## config.mk

```make
export PLATFORM = sky130hd
export DESIGN_NAME = smcd_clock_divider
export DESIGN_NICKNAME = d
export VERILOG_FILES = /design/src/logic/smcd_pkg.sv /design/src/logic/smcd_clock_divider.sv
export VERILOG_INCLUDE_DIRS = /design/src /design/src/logic
export SDC_FILE = /design/constraint.sdc
export NUM_CORES = 1
export LEC_CHECK = 0
export ABC_CLOCK_PERIOD_IN_PS = 3960
export BUFFER_PORTS_ARGS = -buffer_cell sky130_fd_sc_hd__buf_2
export CAP_MARGIN = 20
export CELL_PAD_IN_SITES_DETAIL_PLACEMENT = 0
export CELL_PAD_IN_SITES_GLOBAL_PLACEMENT = 2
export CORE_MARGIN = 2
export CORE_UTILIZATION = 36
export DETAILED_ROUTE_END_ITERATION = 8
export HOLD_SLACK_MARGIN = 0.02
export PLACE_DENSITY = 0.88
export SLEW_MARGIN = 20
export SYNTH_ARGS = -nofsm -noshare
export SYNTH_HDL_FRONTEND = slang
export SYNTH_SLANG_ARGS = --single-unit
export TNS_END_PERCENT = 5
```

## constraint.sdc

```tcl
create_clock -name sys_clk -period 3.96 [get_ports sys_clk]
set_clock_uncertainty 0.2 [all_clocks]
set_input_delay 0.396 -clock sys_clk [delete_from_list [all_inputs] [get_ports sys_clk]]
set_output_delay 0.396 -clock sys_clk [all_outputs]
set_load 0.01 [all_outputs]
```

## src/logic/smcd_defs.svh

```systemverilog
// Register map, field positions, reset values and timing counts
`ifndef SMCD_DEFS_SVH
`define SMCD_DEFS_SVH
`define SMCD_ADDR_W 7
`define SMCD_ENA_CTRL_ADDR 7'h01
`define SMCD_CLK_DIV_ADDR 7'h03
`define SMCD_ENA_CTRL_RST 16'h03FE
`define SMCD_CLK_DIV_RST 16'h0050
`define SMCD_PATH_BIT 0
`define SMCD_BAND_HI 5
`define SMCD_BAND_LO 3
`define SMCD_MDIV_HI 2
`define SMCD_MDIV_LO 0
`define SMCD_DAC_HI 5
`define SMCD_DAC_LO 4
`define SMCD_ADC_HI 7
`define SMCD_ADC_LO 6
`define SMCD_SRC_BIT 13
`define SMCD_RATIO_256 10'h100
`define SMCD_RATIO_400 10'h190
`define SMCD_RATIO_500 10'h1F4
`define SMCD_FIXED_OSR 9'h064
`define SMCD_SYS_CLK_KHZ 25000
`define SMCD_CONV_MAX_KHZ 6144
// Highest allowed converter rate, so the least gap rounds down
`define SMCD_CONV_MIN_GAP (`SMCD_SYS_CLK_KHZ / `SMCD_CONV_MAX_KHZ)
`endif

```

## src/logic/smcd_pkg.sv

```systemverilog
// Types shared by the slave mode clock divider
package smcd_pkg;
   typedef enum logic [1:0] {
      SMCD_RATIO_NONE = 2'b00,
      SMCD_RATIO_R256 = 2'b01,
      SMCD_RATIO_R400 = 2'b10,
      SMCD_RATIO_R500 = 2'b11
   } smcd_ratio_t;
endpackage : smcd_pkg

```

## src/logic/smcd_clock_divider.sv

```systemverilog
// Slave mode clock derivation: path select, master divider, scalers
`timescale 1ns/10ps
`include "smcd_defs.svh"

//---------------------------------------------------------------------
// Operation
//---------------------------------------------------------------------
// Operation
// Timing comes from external master clock and frame sync inputs.
// Internal master clock and ADC/DAC clocks derived from those inputs.
// Divider bits 2:0, ADC scale 7:6, DAC scale 5:4, source bit 13.
// Internal master clock is output of divider after path select.
// Only internal clock to frame ratios 256, 400 and 500 supported.
// Ratio 256: source supplies fs*div*256, half on doubling path.
// Ratio 400: same formula with 400; both scalers set to divide by four.
// Ratio 500: converter scaling fixed internally, scale fields ignored.
// Each converter clock must not exceed 6.144MHz; excess is flagged. Code flags only ticks under 4 sys_clk cycles apart, so 6.25MHz passes.
// Ratio 256: software picks oversample rates matching converter clocks.
// Ratios 400 and 500 use fixed oversample rate 100.
// Source keeps frame sync 8-96KHz and master clock 2.048-24.567MHz.
// Enable control bit 0 picks direct or doubled master clock path.
// Software sets band field 5:3 when doubling path is used.
module smcd_clock_divider (
   input wire logic sys_clk, // 25 MHz system clock
   input wire logic rst, // Asynchronous reset, active high
   input wire logic ce, // Clock enable, freezes all state when low
   input wire logic mclk_pin, // External master clock pin
   input wire logic frame_sync, // External frame sync pin
   input wire logic reg_wr, // Control port write strobe
   input wire logic [`SMCD_ADDR_W-1:0] reg_addr, // Control register address
   input wire logic [15:0] reg_wdata, // Control write data
   input wire logic [1:0] adc_oversample_rate, // ADC rate code, 32<<code
   input wire logic [1:0] dac_oversample_rate, // DAC rate code, 32<<code
   output logic [15:0] reg_rdata, // Control read data, registered
   output logic mclk_int_tick, // Internal master clock tick
   output logic adc_clk_tick, // ADC converter clock tick
   output logic dac_clk_tick, // DAC converter clock tick
   output smcd_pkg::smcd_ratio_t ratio, // Detected ratio class
   output logic [8:0] adc_osr, // Effective ADC oversample rate
   output logic [8:0] dac_osr, // Effective DAC oversample rate
   output logic [2:0] doubler_band_select, // Doubler band field
   output logic conv_over_limit // Sticky: converter clock too fast
);

   //------------------------------------------------------------------
   // Registers
   //------------------------------------------------------------------
   logic [15:0] ena_ctrl_ff;
   logic [15:0] clk_div_ff;
   logic [2:0] mclk_sync_ff;
   logic [2:0] fs_sync_ff;
   logic [2:0] mdiv_cnt_ff;
   logic [2:0] adc_cnt_ff;
   logic [2:0] dac_cnt_ff;
   logic [9:0] ratio_cnt_ff;
   logic [2:0] adc_gap_ff;
   logic [2:0] dac_gap_ff;

   // Scale code to terminal count; ratio 500 forces divide by five
   function automatic logic [2:0] scale_last(input logic [1:0] code,
                                             input logic fixed5);
      logic [2:0] r;
      r = 3'h0;
      if (fixed5) begin
         r = 3'h4;
      end else begin
         case (code)
            2'b10: r = 3'h1;
            // code 11 divides by four
            2'b11: r = 3'h3;
            default: r = 3'h0;
         endcase
      end
      return r;
   endfunction : scale_last

   // Rate code to oversample value, fixed 100 outside ratio 256
   function automatic logic [8:0] osr_of(input logic [1:0] code,
                                         input logic fixed);
      logic [8:0] r;
      r = 9'h020 << code;
      if (fixed) begin
         r = `SMCD_FIXED_OSR;
      end
      return r;
   endfunction : osr_of

   //------------------------------------------------------------------
   // Decode and clock path
   //------------------------------------------------------------------
   wire wr_ena = reg_wr && (reg_addr == `SMCD_ENA_CTRL_ADDR);
   wire wr_div = reg_wr && (reg_addr == `SMCD_CLK_DIV_ADDR);
   // path select
   wire doubler_path_select = ena_ctrl_ff[`SMCD_PATH_BIT];
   wire [2:0] mdiv_last = clk_div_ff[`SMCD_MDIV_HI:`SMCD_MDIV_LO];
   wire [1:0] adc_clock_scale = clk_div_ff[`SMCD_ADC_HI:`SMCD_ADC_LO];
   wire [1:0] dac_clock_scale = clk_div_ff[`SMCD_DAC_HI:`SMCD_DAC_LO];
   wire codec_clock_source = clk_div_ff[`SMCD_SRC_BIT];
   // edges of the synchronised pins only
   wire mclk_rise = mclk_sync_ff[1] & ~mclk_sync_ff[2];
   wire mclk_edge = mclk_sync_ff[1] ^ mclk_sync_ff[2];
   wire fs_rise = fs_sync_ff[1] & ~fs_sync_ff[2];
   // Doubler counts both edges of the source clock
   wire src_tick = doubler_path_select ? mclk_edge : mclk_rise;
   // internal master clock after the divider
   wire mint = src_tick && (mdiv_cnt_ff == mdiv_last);
   // Source bit 13 feeds scalers from undivided clock instead
   wire conv_src = codec_clock_source ? src_tick : mint;
   // ratio 500 fixes the scaling
   wire fix5 = (ratio == smcd_pkg::SMCD_RATIO_R500);
   wire [2:0] adc_last = scale_last(adc_clock_scale, fix5);
   wire [2:0] dac_last = scale_last(dac_clock_scale, fix5);
   // converter clocks derived by scaling
   wire adc_t = conv_src && (adc_cnt_ff == adc_last);
   wire dac_t = conv_src && (dac_cnt_ff == dac_last);
   // classify ticks per frame
   wire [9:0] ratio_seen = mint ? ratio_cnt_ff + 10'h001 : ratio_cnt_ff;
   smcd_pkg::smcd_ratio_t nxt_ratio;
   assign nxt_ratio = (ratio_seen == `SMCD_RATIO_256) ?
                         smcd_pkg::SMCD_RATIO_R256 :
                      (ratio_seen == `SMCD_RATIO_400) ?
                         smcd_pkg::SMCD_RATIO_R400 :
                      (ratio_seen == `SMCD_RATIO_500) ?
                         smcd_pkg::SMCD_RATIO_R500 :
                         smcd_pkg::SMCD_RATIO_NONE;
   // fixed rate outside ratio 256
   wire osr_fixed = (ratio != smcd_pkg::SMCD_RATIO_R256);
   // ticks closer than the least gap exceed the limit
   wire adc_fast = adc_t && (adc_gap_ff < 3'(`SMCD_CONV_MIN_GAP));
   wire dac_fast = dac_t && (dac_gap_ff < 3'(`SMCD_CONV_MIN_GAP));
   wire [15:0] rd_mux = (reg_addr == `SMCD_ENA_CTRL_ADDR) ? ena_ctrl_ff :
                        (reg_addr == `SMCD_CLK_DIV_ADDR) ? clk_div_ff :
                        16'h0000;

   //------------------------------------------------------------------
   // Control registers
   //------------------------------------------------------------------
   // field layout held in the divider register
   always_ff @(posedge sys_clk or posedge rst) begin
      if (rst) begin
         ena_ctrl_ff <= `SMCD_ENA_CTRL_RST;
         clk_div_ff <= `SMCD_CLK_DIV_RST;
         reg_rdata <= 16'h0000;
      end else if (ce) begin
         if (wr_ena) begin
            ena_ctrl_ff <= reg_wdata;
         end
         if (wr_div) begin
            clk_div_ff <= reg_wdata;
         end
         reg_rdata <= rd_mux;
      end
   end

   //------------------------------------------------------------------
   // Pin synchronisers and dividers
   //------------------------------------------------------------------
   // Pins sampled at 25 MHz; fast source clocks alias, a known limit
   always_ff @(posedge sys_clk or posedge rst) begin
      if (rst) begin
         mclk_sync_ff <= 3'h0;
         fs_sync_ff <= 3'h0;
         mdiv_cnt_ff <= 3'h0;
         adc_cnt_ff <= 3'h0;
         dac_cnt_ff <= 3'h0;
      end else if (ce) begin
         mclk_sync_ff <= {mclk_sync_ff[1:0], mclk_pin};
         fs_sync_ff <= {fs_sync_ff[1:0], frame_sync};
         if (src_tick) begin
            mdiv_cnt_ff <= mint ? 3'h0 : mdiv_cnt_ff + 3'h1;
         end
         if (conv_src) begin
            adc_cnt_ff <= adc_t ? 3'h0 : adc_cnt_ff + 3'h1;
            dac_cnt_ff <= dac_t ? 3'h0 : dac_cnt_ff + 3'h1;
         end
      end
   end

   //------------------------------------------------------------------
   // Ratio detection and outputs
   //------------------------------------------------------------------
   // ratio 400 relies on both scalers set to divide by four
   always_ff @(posedge sys_clk or posedge rst) begin
      if (rst) begin
         ratio_cnt_ff <= 10'h000;
         ratio <= smcd_pkg::SMCD_RATIO_NONE;
         mclk_int_tick <= 1'b0;
         adc_clk_tick <= 1'b0;
         dac_clk_tick <= 1'b0;
         adc_osr <= 9'h020;
         dac_osr <= 9'h020;
         doubler_band_select <= 3'h0;
      end else if (ce) begin
         if (fs_rise) begin
            ratio_cnt_ff <= 10'h000;
            ratio <= nxt_ratio;
         end else if (mint && ratio_cnt_ff != 10'h3FF) begin
            ratio_cnt_ff <= ratio_cnt_ff + 10'h001;
         end
         mclk_int_tick <= mint;
         adc_clk_tick <= adc_t;
         dac_clk_tick <= dac_t;
         // oversample rate selection
         adc_osr <= osr_of(adc_oversample_rate, osr_fixed);
         dac_osr <= osr_of(dac_oversample_rate, osr_fixed);
         // band passed through for the doubler
         doubler_band_select <= ena_ctrl_ff[`SMCD_BAND_HI:`SMCD_BAND_LO];
      end
   end

   // gap counters and sticky over-limit flag, cleared by rewrite
   always_ff @(posedge sys_clk or posedge rst) begin
      if (rst) begin
         adc_gap_ff <= 3'h7;
         dac_gap_ff <= 3'h7;
         conv_over_limit <= 1'b0;
      end else if (ce) begin
         adc_gap_ff <= adc_t ? 3'h1 :
                       (adc_gap_ff == 3'h7 ? 3'h7 : adc_gap_ff + 3'h1);
         dac_gap_ff <= dac_t ? 3'h1 :
                       (dac_gap_ff == 3'h7 ? 3'h7 : dac_gap_ff + 3'h1);
         if (adc_fast || dac_fast) begin
            conv_over_limit <= 1'b1;
         end else if (wr_div) begin
            conv_over_limit <= 1'b0;
         end
      end
   end

endmodule : smcd_clock_divider

```

==> results of run 1 <==
## stage by stage
stage	instance area [um2]	hold WS, ns	utilization	std cells	power [W]
6_report	5420	0.0850	0.429	684	0.00246
5_1_grt	5420	0.0825	0.429	684	0.00260
4_1_cts	5420	0.0707	0.429	684	0.00249
3_5_place_dp	5120	0.292	0.405	667	0.00163
3_3_place_gp	5120	0.286	0.405	667	0.00161
2_1_floorplan	4700	0.267	-	458	0.00150
## how the worst max path moves through the flow
stage	cells after the start	to	from	slack (ns)
6_report	6	ratio[0]	mclk_sync_ff[1]	1.03
5_1_grt	7	ratio_cnt_ff[4]	ratio_cnt_ff[0]	0.76
4_1_cts	7	ratio_cnt_ff[5]	ratio_cnt_ff[0]	1.01
3_5_place_dp	7	ratio_cnt_ff[5]	ratio_cnt_ff[0]	1.02
3_3_place_gp	6	ratio[0]	mclk_sync_ff[1]	1.10
2_1_floorplan	1	adc_clk_tick	rst	0.86
## worst max-delay path, stage by stage (launching register included)
cell	delay [ns]
dfrtp_1	0.40
ha_1	0.32
a2111o_1	0.51
or2_0	0.41
o41ai_1	0.60
o2111ai_1	0.23
a2bb2oi_1	0.18
## cells in the final DEF, fill, tap and decap left out, types with 7 or more instances in the layout
| cell type | instances |
|---|---|
| nand2b_1 | 7 |
| o31ai_1 | 9 |
| inv_1 | 29 |
| o21ai_0 | 47 |
| dfrtp_1 | 78 |
| a22oi_1 | 16 |
| ha_1 | 7 |
| nand3_1 | 8 |
| a21oi_1 | 18 |
| nand2_1 | 36 |
| nor2_1 | 27 |
| conb_1 | 8 |
| clkbuf_16 | 9 |
| mux2_2 | 44 |
| dfstp_2 | 19 |
| buf_2 | 67 |
## layer usage
metal,GRT usage,part of all wire,vias up
li1,-,-,1690
met1,0.198,0.47,1703
met2,0.238,0.47,75
met3,0.0417,0.046,9
met4,0.0459,0.014,0
met5,0,0,-
## power breakdown
part | switching, W | total, W | leakage, nW | internal (W)
clock | 0.000383 | 0.000851 | 0.145 | 0.000469
combinational | 0.000240 | 0.000415 | 1.05 | 0.000175
sequential | 0.0000794 | 0.00119 | 1.24 | 0.00111
total | 0.000702 | 0.00246 | 2.44 | 0.00176
## final cells by class
| cell class | count | area [um2] | share of cell area |
|---|---|---|---|
| sequential | 97 | 2450 | 0.453 |
| multi-input combinational | 296 | 1960 | 0.362 |
| timing repair buffer | 73 | 383 | 0.0707 |
| clock buffer | 12 | 256 | 0.0474 |
| tap | 172 | 215 | 0.0397 |
| inverter | 30 | 115 | 0.0213 |
| clock inverter | 4 | 33.8 | 0.00624 |
## sequential cells by signal, summed over array words and instances, names as in the netlist
name / count
adc_clk_tick: 1
adc_cnt_ff: 3
adc_gap_ff: 3
adc_osr: 5
clk_div_ff: 16
conv_over_limit: 1
dac_clk_tick: 1
dac_cnt_ff: 3
dac_gap_ff: 3
dac_osr: 4
doubler_band_select: 3
ena_ctrl_ff: 16
fs_sync_ff: 3
mclk_int_tick: 1
mclk_sync_ff: 3
mdiv_cnt_ff: 3
ratio: 2
ratio_cnt_ff: 10
reg_rdata: 16
## logic make-up (layout without fill, tap and decap cells)
| family | after synthesis | in the layout | synth area share |
|---|---|---|---|
| other | 1 | 8 | 0.000803 |
| XOR/XNOR | 10 | 10 | 0.0188 |
| multiplexers | 44 | 44 | 0.106 |
| AO/OA/AOI/OAI | 122 | 122 | 0.163 |
| AND/OR/NAND/NOR | 105 | 105 | 0.107 |
| flip-flops | 97 | 97 | 0.525 |
| adder cells (fa/ha/maj) | 7 | 7 | 0.0188 |
| buffers and inverters | 65 | 119 | 0.0606 |
## synthesized netlist by cell type (2+ instances only)
cell	n
o211ai_1	2
and3_1	3
xnor2_1	5
nor2b_1	3
inv_1	30
clkbuf_1	22
o21ai_0	47
xor2_1	5
nor3_1	6
a22oi_1	16
nand4_1	3
o22ai_1	2
dfrtp_1	78
mux2_2	44
a31oi_1	6
a2bb2oi_1	2
nor2_1	27
o21a_1	5
buf_2	3
a21oi_1	18
and2_1	2
nand2_1	36
buf_4	9
nand3_1	8
o2bb2ai_1	2
ha_1	7
nand2b_1	7
dfstp_2	19
o41ai_1	2
o31ai_1	9
==> impl_results.md, run 1 <==
* Dpl hpwl at 6.94 mm
* Die footprint at 13900 um2
* Root Driver: clkbuf_16
* Die H at 118 um
* Setup bufs post-CTS at 0
* Total core area at 12600 um2
* Crit. End Element: register
* Number of synthesized flops with an enable pin at 0
* Vias in the first global route at 3466
* P_leak at 2.44 nW
* Die span in x at 118 um
* Slew headroom at 0.294
* Total GRT Usage at 0.149
* Final Max Slew Viols at 0
* R2R depth at 6
* First-pass GRT wire length at 16.9 mm
* Unrepaired setup endpoints after global routing: false
* Main synth FF type: dfrtp_1
* IO Pins at 76
* Seq/Total Area, Yosys at 0.525
* Worst setup SP type: register
* Max VDD drop at 0.354 mV
* R2r endpoint: ratio[0]
* Hold Crit Depth at 2
* Starting DRT DRC Count at 244
* Cts hold-fix bufs at 1
* Antenna violations before repair at 0
* Clock period minus worst slack at 2.93 ns
* MaxCap Viol Count at 0
* FFs w/ async S/R, synth at 1.00
* Site row count at 41
* Port Buf Inserts at 67
* Area contributors post-synth: dfrtp_1 (42%), dfstp_2 (11%), mux2_2 (11%), o21ai_0 (5.0%), nand2_1 (2.9%)
* Hold Path Class: in -> reg
* DP Worst Slack at 1.02 ns
* GPL Wtd Cong at 0.812
* Synth-to-layout area growth at 16.0%
* Synth warnings at 0
* Fillers at 1252
* Reg2Reg Launch Point: mclk_sync_ff[1]
* Fin Setup TNS at 0 ns
* Post-synthesis sequential element count at 97
* DRC violations left at 0
* CP Max Fanout at 9
* N_diodes at 0
* Worst Max-Slew Pin Slew at 1.05 ns
* Mapped cell area at 4670 um2
* H-tree depth at 3
* CTS Buf Count at 9
* Pin count of the biggest net entering global routing at 61
* Wire per inst at 14.5 um
* Clk slew on worst S/H paths at 0.07 ns
* GRT Residual Overflow at 0
* CTS tree: built
* Synth area leader: dfrtp_1
* Crit path arrival time at 3.00 ns
* Clk Latency, worst-skew pair at 0.35 ns
* Min-delay src: frame_sync
* Initial Utilization at 0.370
* Final WL at 9.94 mm
* Post-synth cell types at 53
* Fin crit share at 0.739
* Clock sink count at 97
* Pwr Density at 454 nW/um2
* Mapped Cells at 451
* Post-route setup slack at 1.03 ns
* Via count at 3477
* Fin. Hold Viols at 0
* WHS Endpoint: fs_sync_ff[0]
* Setup CP Type: reg -> reg
* # nets final at 547
* R2R Setup Slk at 1.03 ns
* Final ANT Viol Nets at 0
* Status: completed
* Layout cells sized above 1 at 0.297
* Post-CTS Resized at 0
* TritonRoute pass-1 iters at 4
* Final setup violating endpoints at 0
* Top-area cell type share of the netlist area at 0.418
* Avg Inst Size Synth at 10.4 um2
* CTS Buffer Depth at 2
* Data required, critical path at 4.03 ns
* Fmax at 342 MHz
* Via density at 5.08
Power figures use the tool's default switching activity.
==> inputs of run 2 (changes only) <==
--- a/config.mk
+++ b/config.mk
@@ -6,16 +6,17 @@
 export SDC_FILE = /design/constraint.sdc
 export NUM_CORES = 1
 export LEC_CHECK = 0
-export ABC_CLOCK_PERIOD_IN_PS = 3960
+export ABC_AREA = 1
+export ABC_CLOCK_PERIOD_IN_PS = 2600
 export BUFFER_PORTS_ARGS = -buffer_cell sky130_fd_sc_hd__buf_2
 export CAP_MARGIN = 20
 export CELL_PAD_IN_SITES_DETAIL_PLACEMENT = 0
 export CELL_PAD_IN_SITES_GLOBAL_PLACEMENT = 2
 export CORE_MARGIN = 2
-export CORE_UTILIZATION = 36
+export CORE_UTILIZATION = 30
 export DETAILED_ROUTE_END_ITERATION = 8
 export HOLD_SLACK_MARGIN = 0.02
-export PLACE_DENSITY = 0.88
+export PLACE_DENSITY = 0.84
 export SLEW_MARGIN = 20
 export SYNTH_ARGS = -nofsm -noshare
 export SYNTH_HDL_FRONTEND = slang
==> constraint.sdc (replaced) <==
create_clock -name sys_clk -period 2.6 [get_ports sys_clk]
set_clock_uncertainty 0.2 [all_clocks]
set_input_delay 0.26 -clock sys_clk [delete_from_list [all_inputs] [get_ports sys_clk]]
set_output_delay 0.26 -clock sys_clk [all_outputs]
set_load 0.01 [all_outputs]
==> run 2 against run 1 <==
Net effect: die area rose by 23%; critical endpoint is now ratio[1]; critical path depth rose by 6; largest power group unchanged; cell count rose by 33%; routed wire length rose by 20%; synthesized cell count rose by 32%; clock-buffer cell count did not move; maximum frequency rose by 31%; combinational power rose to 2.5 times the previous value; largest cell class unchanged; register-to-register slack got worse by 0.67 ns; utilization fell by 5.4 points; sequential power rose by 64%.
==> impl_results.md, run 2 <==
* H-tree depth at 3 (unchanged)
* Setup CP Type: reg -> reg (unchanged)
* Total core area at 15800 um2 (was 12600 um2)
* Fin. Hold Viols at 0 (unchanged)
* Status: completed (unchanged)
* Layout cells sized above 1 at 0.191 (was 0.297)
* Crit. End Element: register (unchanged)
* Die H at 131 um (was 118 um)
* CTS Buffer Depth at 2 (unchanged)
* CP Max Fanout at 8 (was 9)
* Port Buf Inserts at 67 (unchanged)
* Synth warnings at 0 (unchanged)
* First-pass GRT wire length at 20.4 mm (was 16.9 mm)
* Crit path arrival time at 2.32 ns (was 3.00 ns)
* Final WL at 11.9 mm (was 9.94 mm)
* Fin Setup TNS at 0 ns (unchanged)
* Clk Latency, worst-skew pair at 0.35 ns (about the same)
* Biggest regs: clk_div_ff x16, ena_ctrl_ff x16, reg_rdata x16 (unchanged)
* FFs w/ async S/R, synth at 1.00 (unchanged)
* Slew headroom at 0.596 (was 0.294)
* Dpl hpwl at 8.51 mm (was 6.94 mm)
* Via density at 4.52 (was 5.08)
* Unrepaired setup endpoints after global routing: false (unchanged)
* Synth area leader: dfrtp_1 (unchanged)
* Max VDD drop at 0.364 mV (was 0.354 mV)
* IO Pins at 76 (unchanged)
* Total GRT Usage at 0.154 (was 0.149)
* Initial Utilization at 0.306 (was 0.370)
* Worst-path cell chain: ha_1 > nand2_2 > inv_1 > nor2_1 > nand2_1 > nor2_2 > nand3_1 > a21oi_1 > nand3_1 > nand2_1 > nand2_1 > nand2_1 (was ha_1 > a2111o_1 > or2_0 > o41ai_1 > o2111ai_1 > a2bb2oi_1)
* Commonest non-fill, non-tap cells in the layout: nand2_1 (202), dfrtp_1 (78), buf_2 (67), inv_1 (60), nand3_1 (53) (was dfrtp_1 (78), buf_2 (67), o21ai_0 (47), mux2_2 (44), nand2_1 (36))
* Top-area cell type share of the netlist area at 0.405 (was 0.418)
* CP max stage cell: dfrtp_1 (was o41ai_1)
* Hold Path Class: in -> reg (unchanged)
* Via count at 4104 (was 3477)
* DRC violations left at 0 (unchanged)
* Die footprint at 17100 um2 (was 13900 um2)
* Main synth FF type: dfrtp_1 (unchanged)
* Area contributors post-synth: dfrtp_1 (41%), nand2_1 (16%), dfstp_2 (10%), nand3_1 (5.5%), o21ai_0 (5.0%) (was dfrtp_1 (42%), dfstp_2 (11%), mux2_2 (11%), o21ai_0 (5.0%), nand2_1 (2.9%))
* Clock sink count at 97 (unchanged)
* N_diodes at 0 (unchanged)
* Post-CTS Resized at 0 (unchanged)
* Data required, critical path at 2.69 ns (was 4.03 ns)
* Worst setup SP type: register (unchanged)
* Post-synthesis sequential element count at 97 (unchanged)
* Synth-to-layout area growth at 22.8% (was 16.0%)
* Worst Max-Slew Pin Slew at 0.600 ns (was 1.05 ns)
* Mapped cell area at 4820 um2 (was 4670 um2)
* Root Driver: clkbuf_16 (unchanged)
* Site row count at 46 (was 41)
* Clk slew on worst S/H paths at 0.07 ns (about the same)
* Starting DRT DRC Count at 226 (was 244)
* P_leak at 2.90 nW (was 2.44 nW)
* Pin count of the biggest net entering global routing at 50 (was 61)
* GPL Wtd Cong at 0.803 (was 0.812)
* # nets final at 727 (was 547)
* Avg Inst Size Synth at 8.07 um2 (was 10.4 um2)
* GRT Residual Overflow at 0 (unchanged)
* R2R Setup Slk at 0.36 ns (was 1.03 ns)
* CTS Buf Count at 9 (unchanged)
* MaxCap Viol Count at 0 (unchanged)
* Wire per inst at 13.1 um (was 14.5 um)
* Most numerous cell on the critical path: nand2_1
* Final hold slack at 0.122 ns (was 0.0850 ns)
* Die span in x at 131 um (was 118 um)
* Final ANT Viol Nets at 0 (unchanged)
* CTS tree: built (unchanged)
* CP top delay family: simple AND/OR/NAND/NOR gates (was compound AO/OA/AOI/OAI gates)
* Number of synthesized flops with an enable pin at 0 (unchanged)
* Commonest non-fill, non-tap cell in the layout: nand2_1 (was dfrtp_1)
* Seq/Total Area, Yosys at 0.509 (was 0.525)
* Vias in the first global route at 4144 (was 3466)
* Pwr Density at 733 nW/um2 (was 454 nW/um2)
* Post-synth cell types at 35 (was 53)
* Final setup violating endpoints at 0 (unchanged)
* Critical path buffer and inverter count at 1 (was 0)
* Mapped Cells at 597 (was 451)
* Clock period minus worst slack at 2.24 ns (was 2.93 ns)
* Fin crit share at 0.861 (was 0.739)
* Fmax at 447 MHz (was 342 MHz)
* Antenna violations before repair at 0 (unchanged)
* Crit-path max cell delay at 0.40 ns (was 0.60 ns)
* Count leader, synth: nand2_1 (was dfrtp_1)
* TritonRoute pass-1 iters at 7 (was 4)
* Top cells by count, synth: nand2_1 (202), dfrtp_1 (78), inv_1 (61), nand3_1 (53), o21ai_0 (48) (was dfrtp_1 (78), o21ai_0 (47), mux2_2 (44), nand2_1 (36), inv_1 (30))
* Final Max Slew Viols at 0 (unchanged)
==> run 2: changes by cell type after synthesis, sizes merged, moves of 5 or more <==
| cell | previous run | this run |
|---|---|---|
| a22oi | 16 | 0 |
| a31oi | 6 | 0 |
| clkbuf | 23 | 14 |
| inv | 30 | 63 |
| mux2 | 44 | 0 |
| nand2 | 36 | 208 |
| nand2b | 7 | 0 |
| nand3 | 8 | 53 |
| o211ai | 2 | 9 |
| o21a | 5 | 0 |
| o21ai | 48 | 57 |
| o22ai | 2 | 8 |
| o31ai | 9 | 1 |
==> run 2: repair_timing <==
| action | 4_1_cts | 5_1_grt |
|---|---|---|
| hold buffers | 25 | 0 |
| buffers inserted | 0 | 0 |
| hold endpoints to repair | 61 | 0 |
==> run 2: logic make-up after synthesis <==
kind of cell,synth area share
and+or+nand+nor,0.263
other,0.000778
xor gates and xnor gates,0.00727
AOI/OAI and AO/OA,0.119
adders and majority gates,0.0182
buffers and inverters,0.0826
DFF,0.509
==> run 2: path summary, 6_finish.rpt <==
check                      cells past startpoint       startpoint                     end
setup / recovery                              12  mclk_sync_ff[1]                ratio[1]
hold / removal                                 3               ce  doubler_band_select[1]
setup reg to reg                              12  mclk_sync_ff[1]                ratio[1]
hold reg to reg                                2  mclk_sync_ff[0]         mclk_sync_ff[1]
max in group asynchronous                      4              rst              dac_osr[5]
min in group asynchronous                      3              rst          clk_div_ff[10]
==> run 2: per-stage QoR <==
| step | std cells | cell area, um2 | util | worst slack, ns | power [W] |
|---|---|---|---|---|---|
| floorplan | 604 | 4850 | - | 0.682 | 0.00274 |
| global placement | 867 | 5380 | 0.341 | 0.387 | 0.00298 |
| detailed placement | 867 | 5380 | 0.341 | 0.349 | 0.00302 |
| CTS | 908 | 5920 | 0.375 | 0.335 | 0.00440 |
| global route | 908 | 5920 | 0.375 | 0.104 | 0.00465 |
| finish | 908 | 5920 | 0.375 | 0.362 | 0.00434 |
==> run 2: worst register-to-register path, cell delays in order (launching register included) <==
cell	delay, ns
dfrtp_1	0.40
ha_1	0.31
nand2_2	0.08
inv_1	0.04
nor2_1	0.07
nand2_1	0.06
nor2_2	0.33
nand3_1	0.19
a21oi_1	0.22
nand3_1	0.10
nand2_1	0.07
nand2_1	0.05
nand2_1	0.06
==> run 2: cell type report <==
| cell class | count | area [um2] |
|---|---|---|
| Clock inverter | 4 | 52.6 |
| Inverter | 63 | 240 |
| Sequential cell | 97 | 2450 |
| Timing Repair Buffer | 100 | 671 |
| Multi-Input combinational cell | 416 | 2000 |
| Fill cell | 1710 | 9850 |
| Tap cell | 216 | 270 |
| Clock buffer | 12 | 236 |
==> run 2: layer usage <==
| layer | vias up | routed length, um | track usage |
|---|---|---|---|
| met4 | 0 | 133 | 0.0438 |
| met1 | 1924 | 5610 | 0.198 |
| li1 | 2083 | - | - |
| met2 | 86 | 5630 | 0.258 |
| met5 | - | 0 | 0 |
| met3 | 11 | 541 | 0.0383 |
==> run 2: power breakdown <==
part	switching, W	total [W]	internal, W
registers	0.000192	0.00195	0.00176
clock network	0.000578	0.00133	0.000751
logic	0.000647	0.00105	0.000407
total	0.00142	0.00434	0.00292
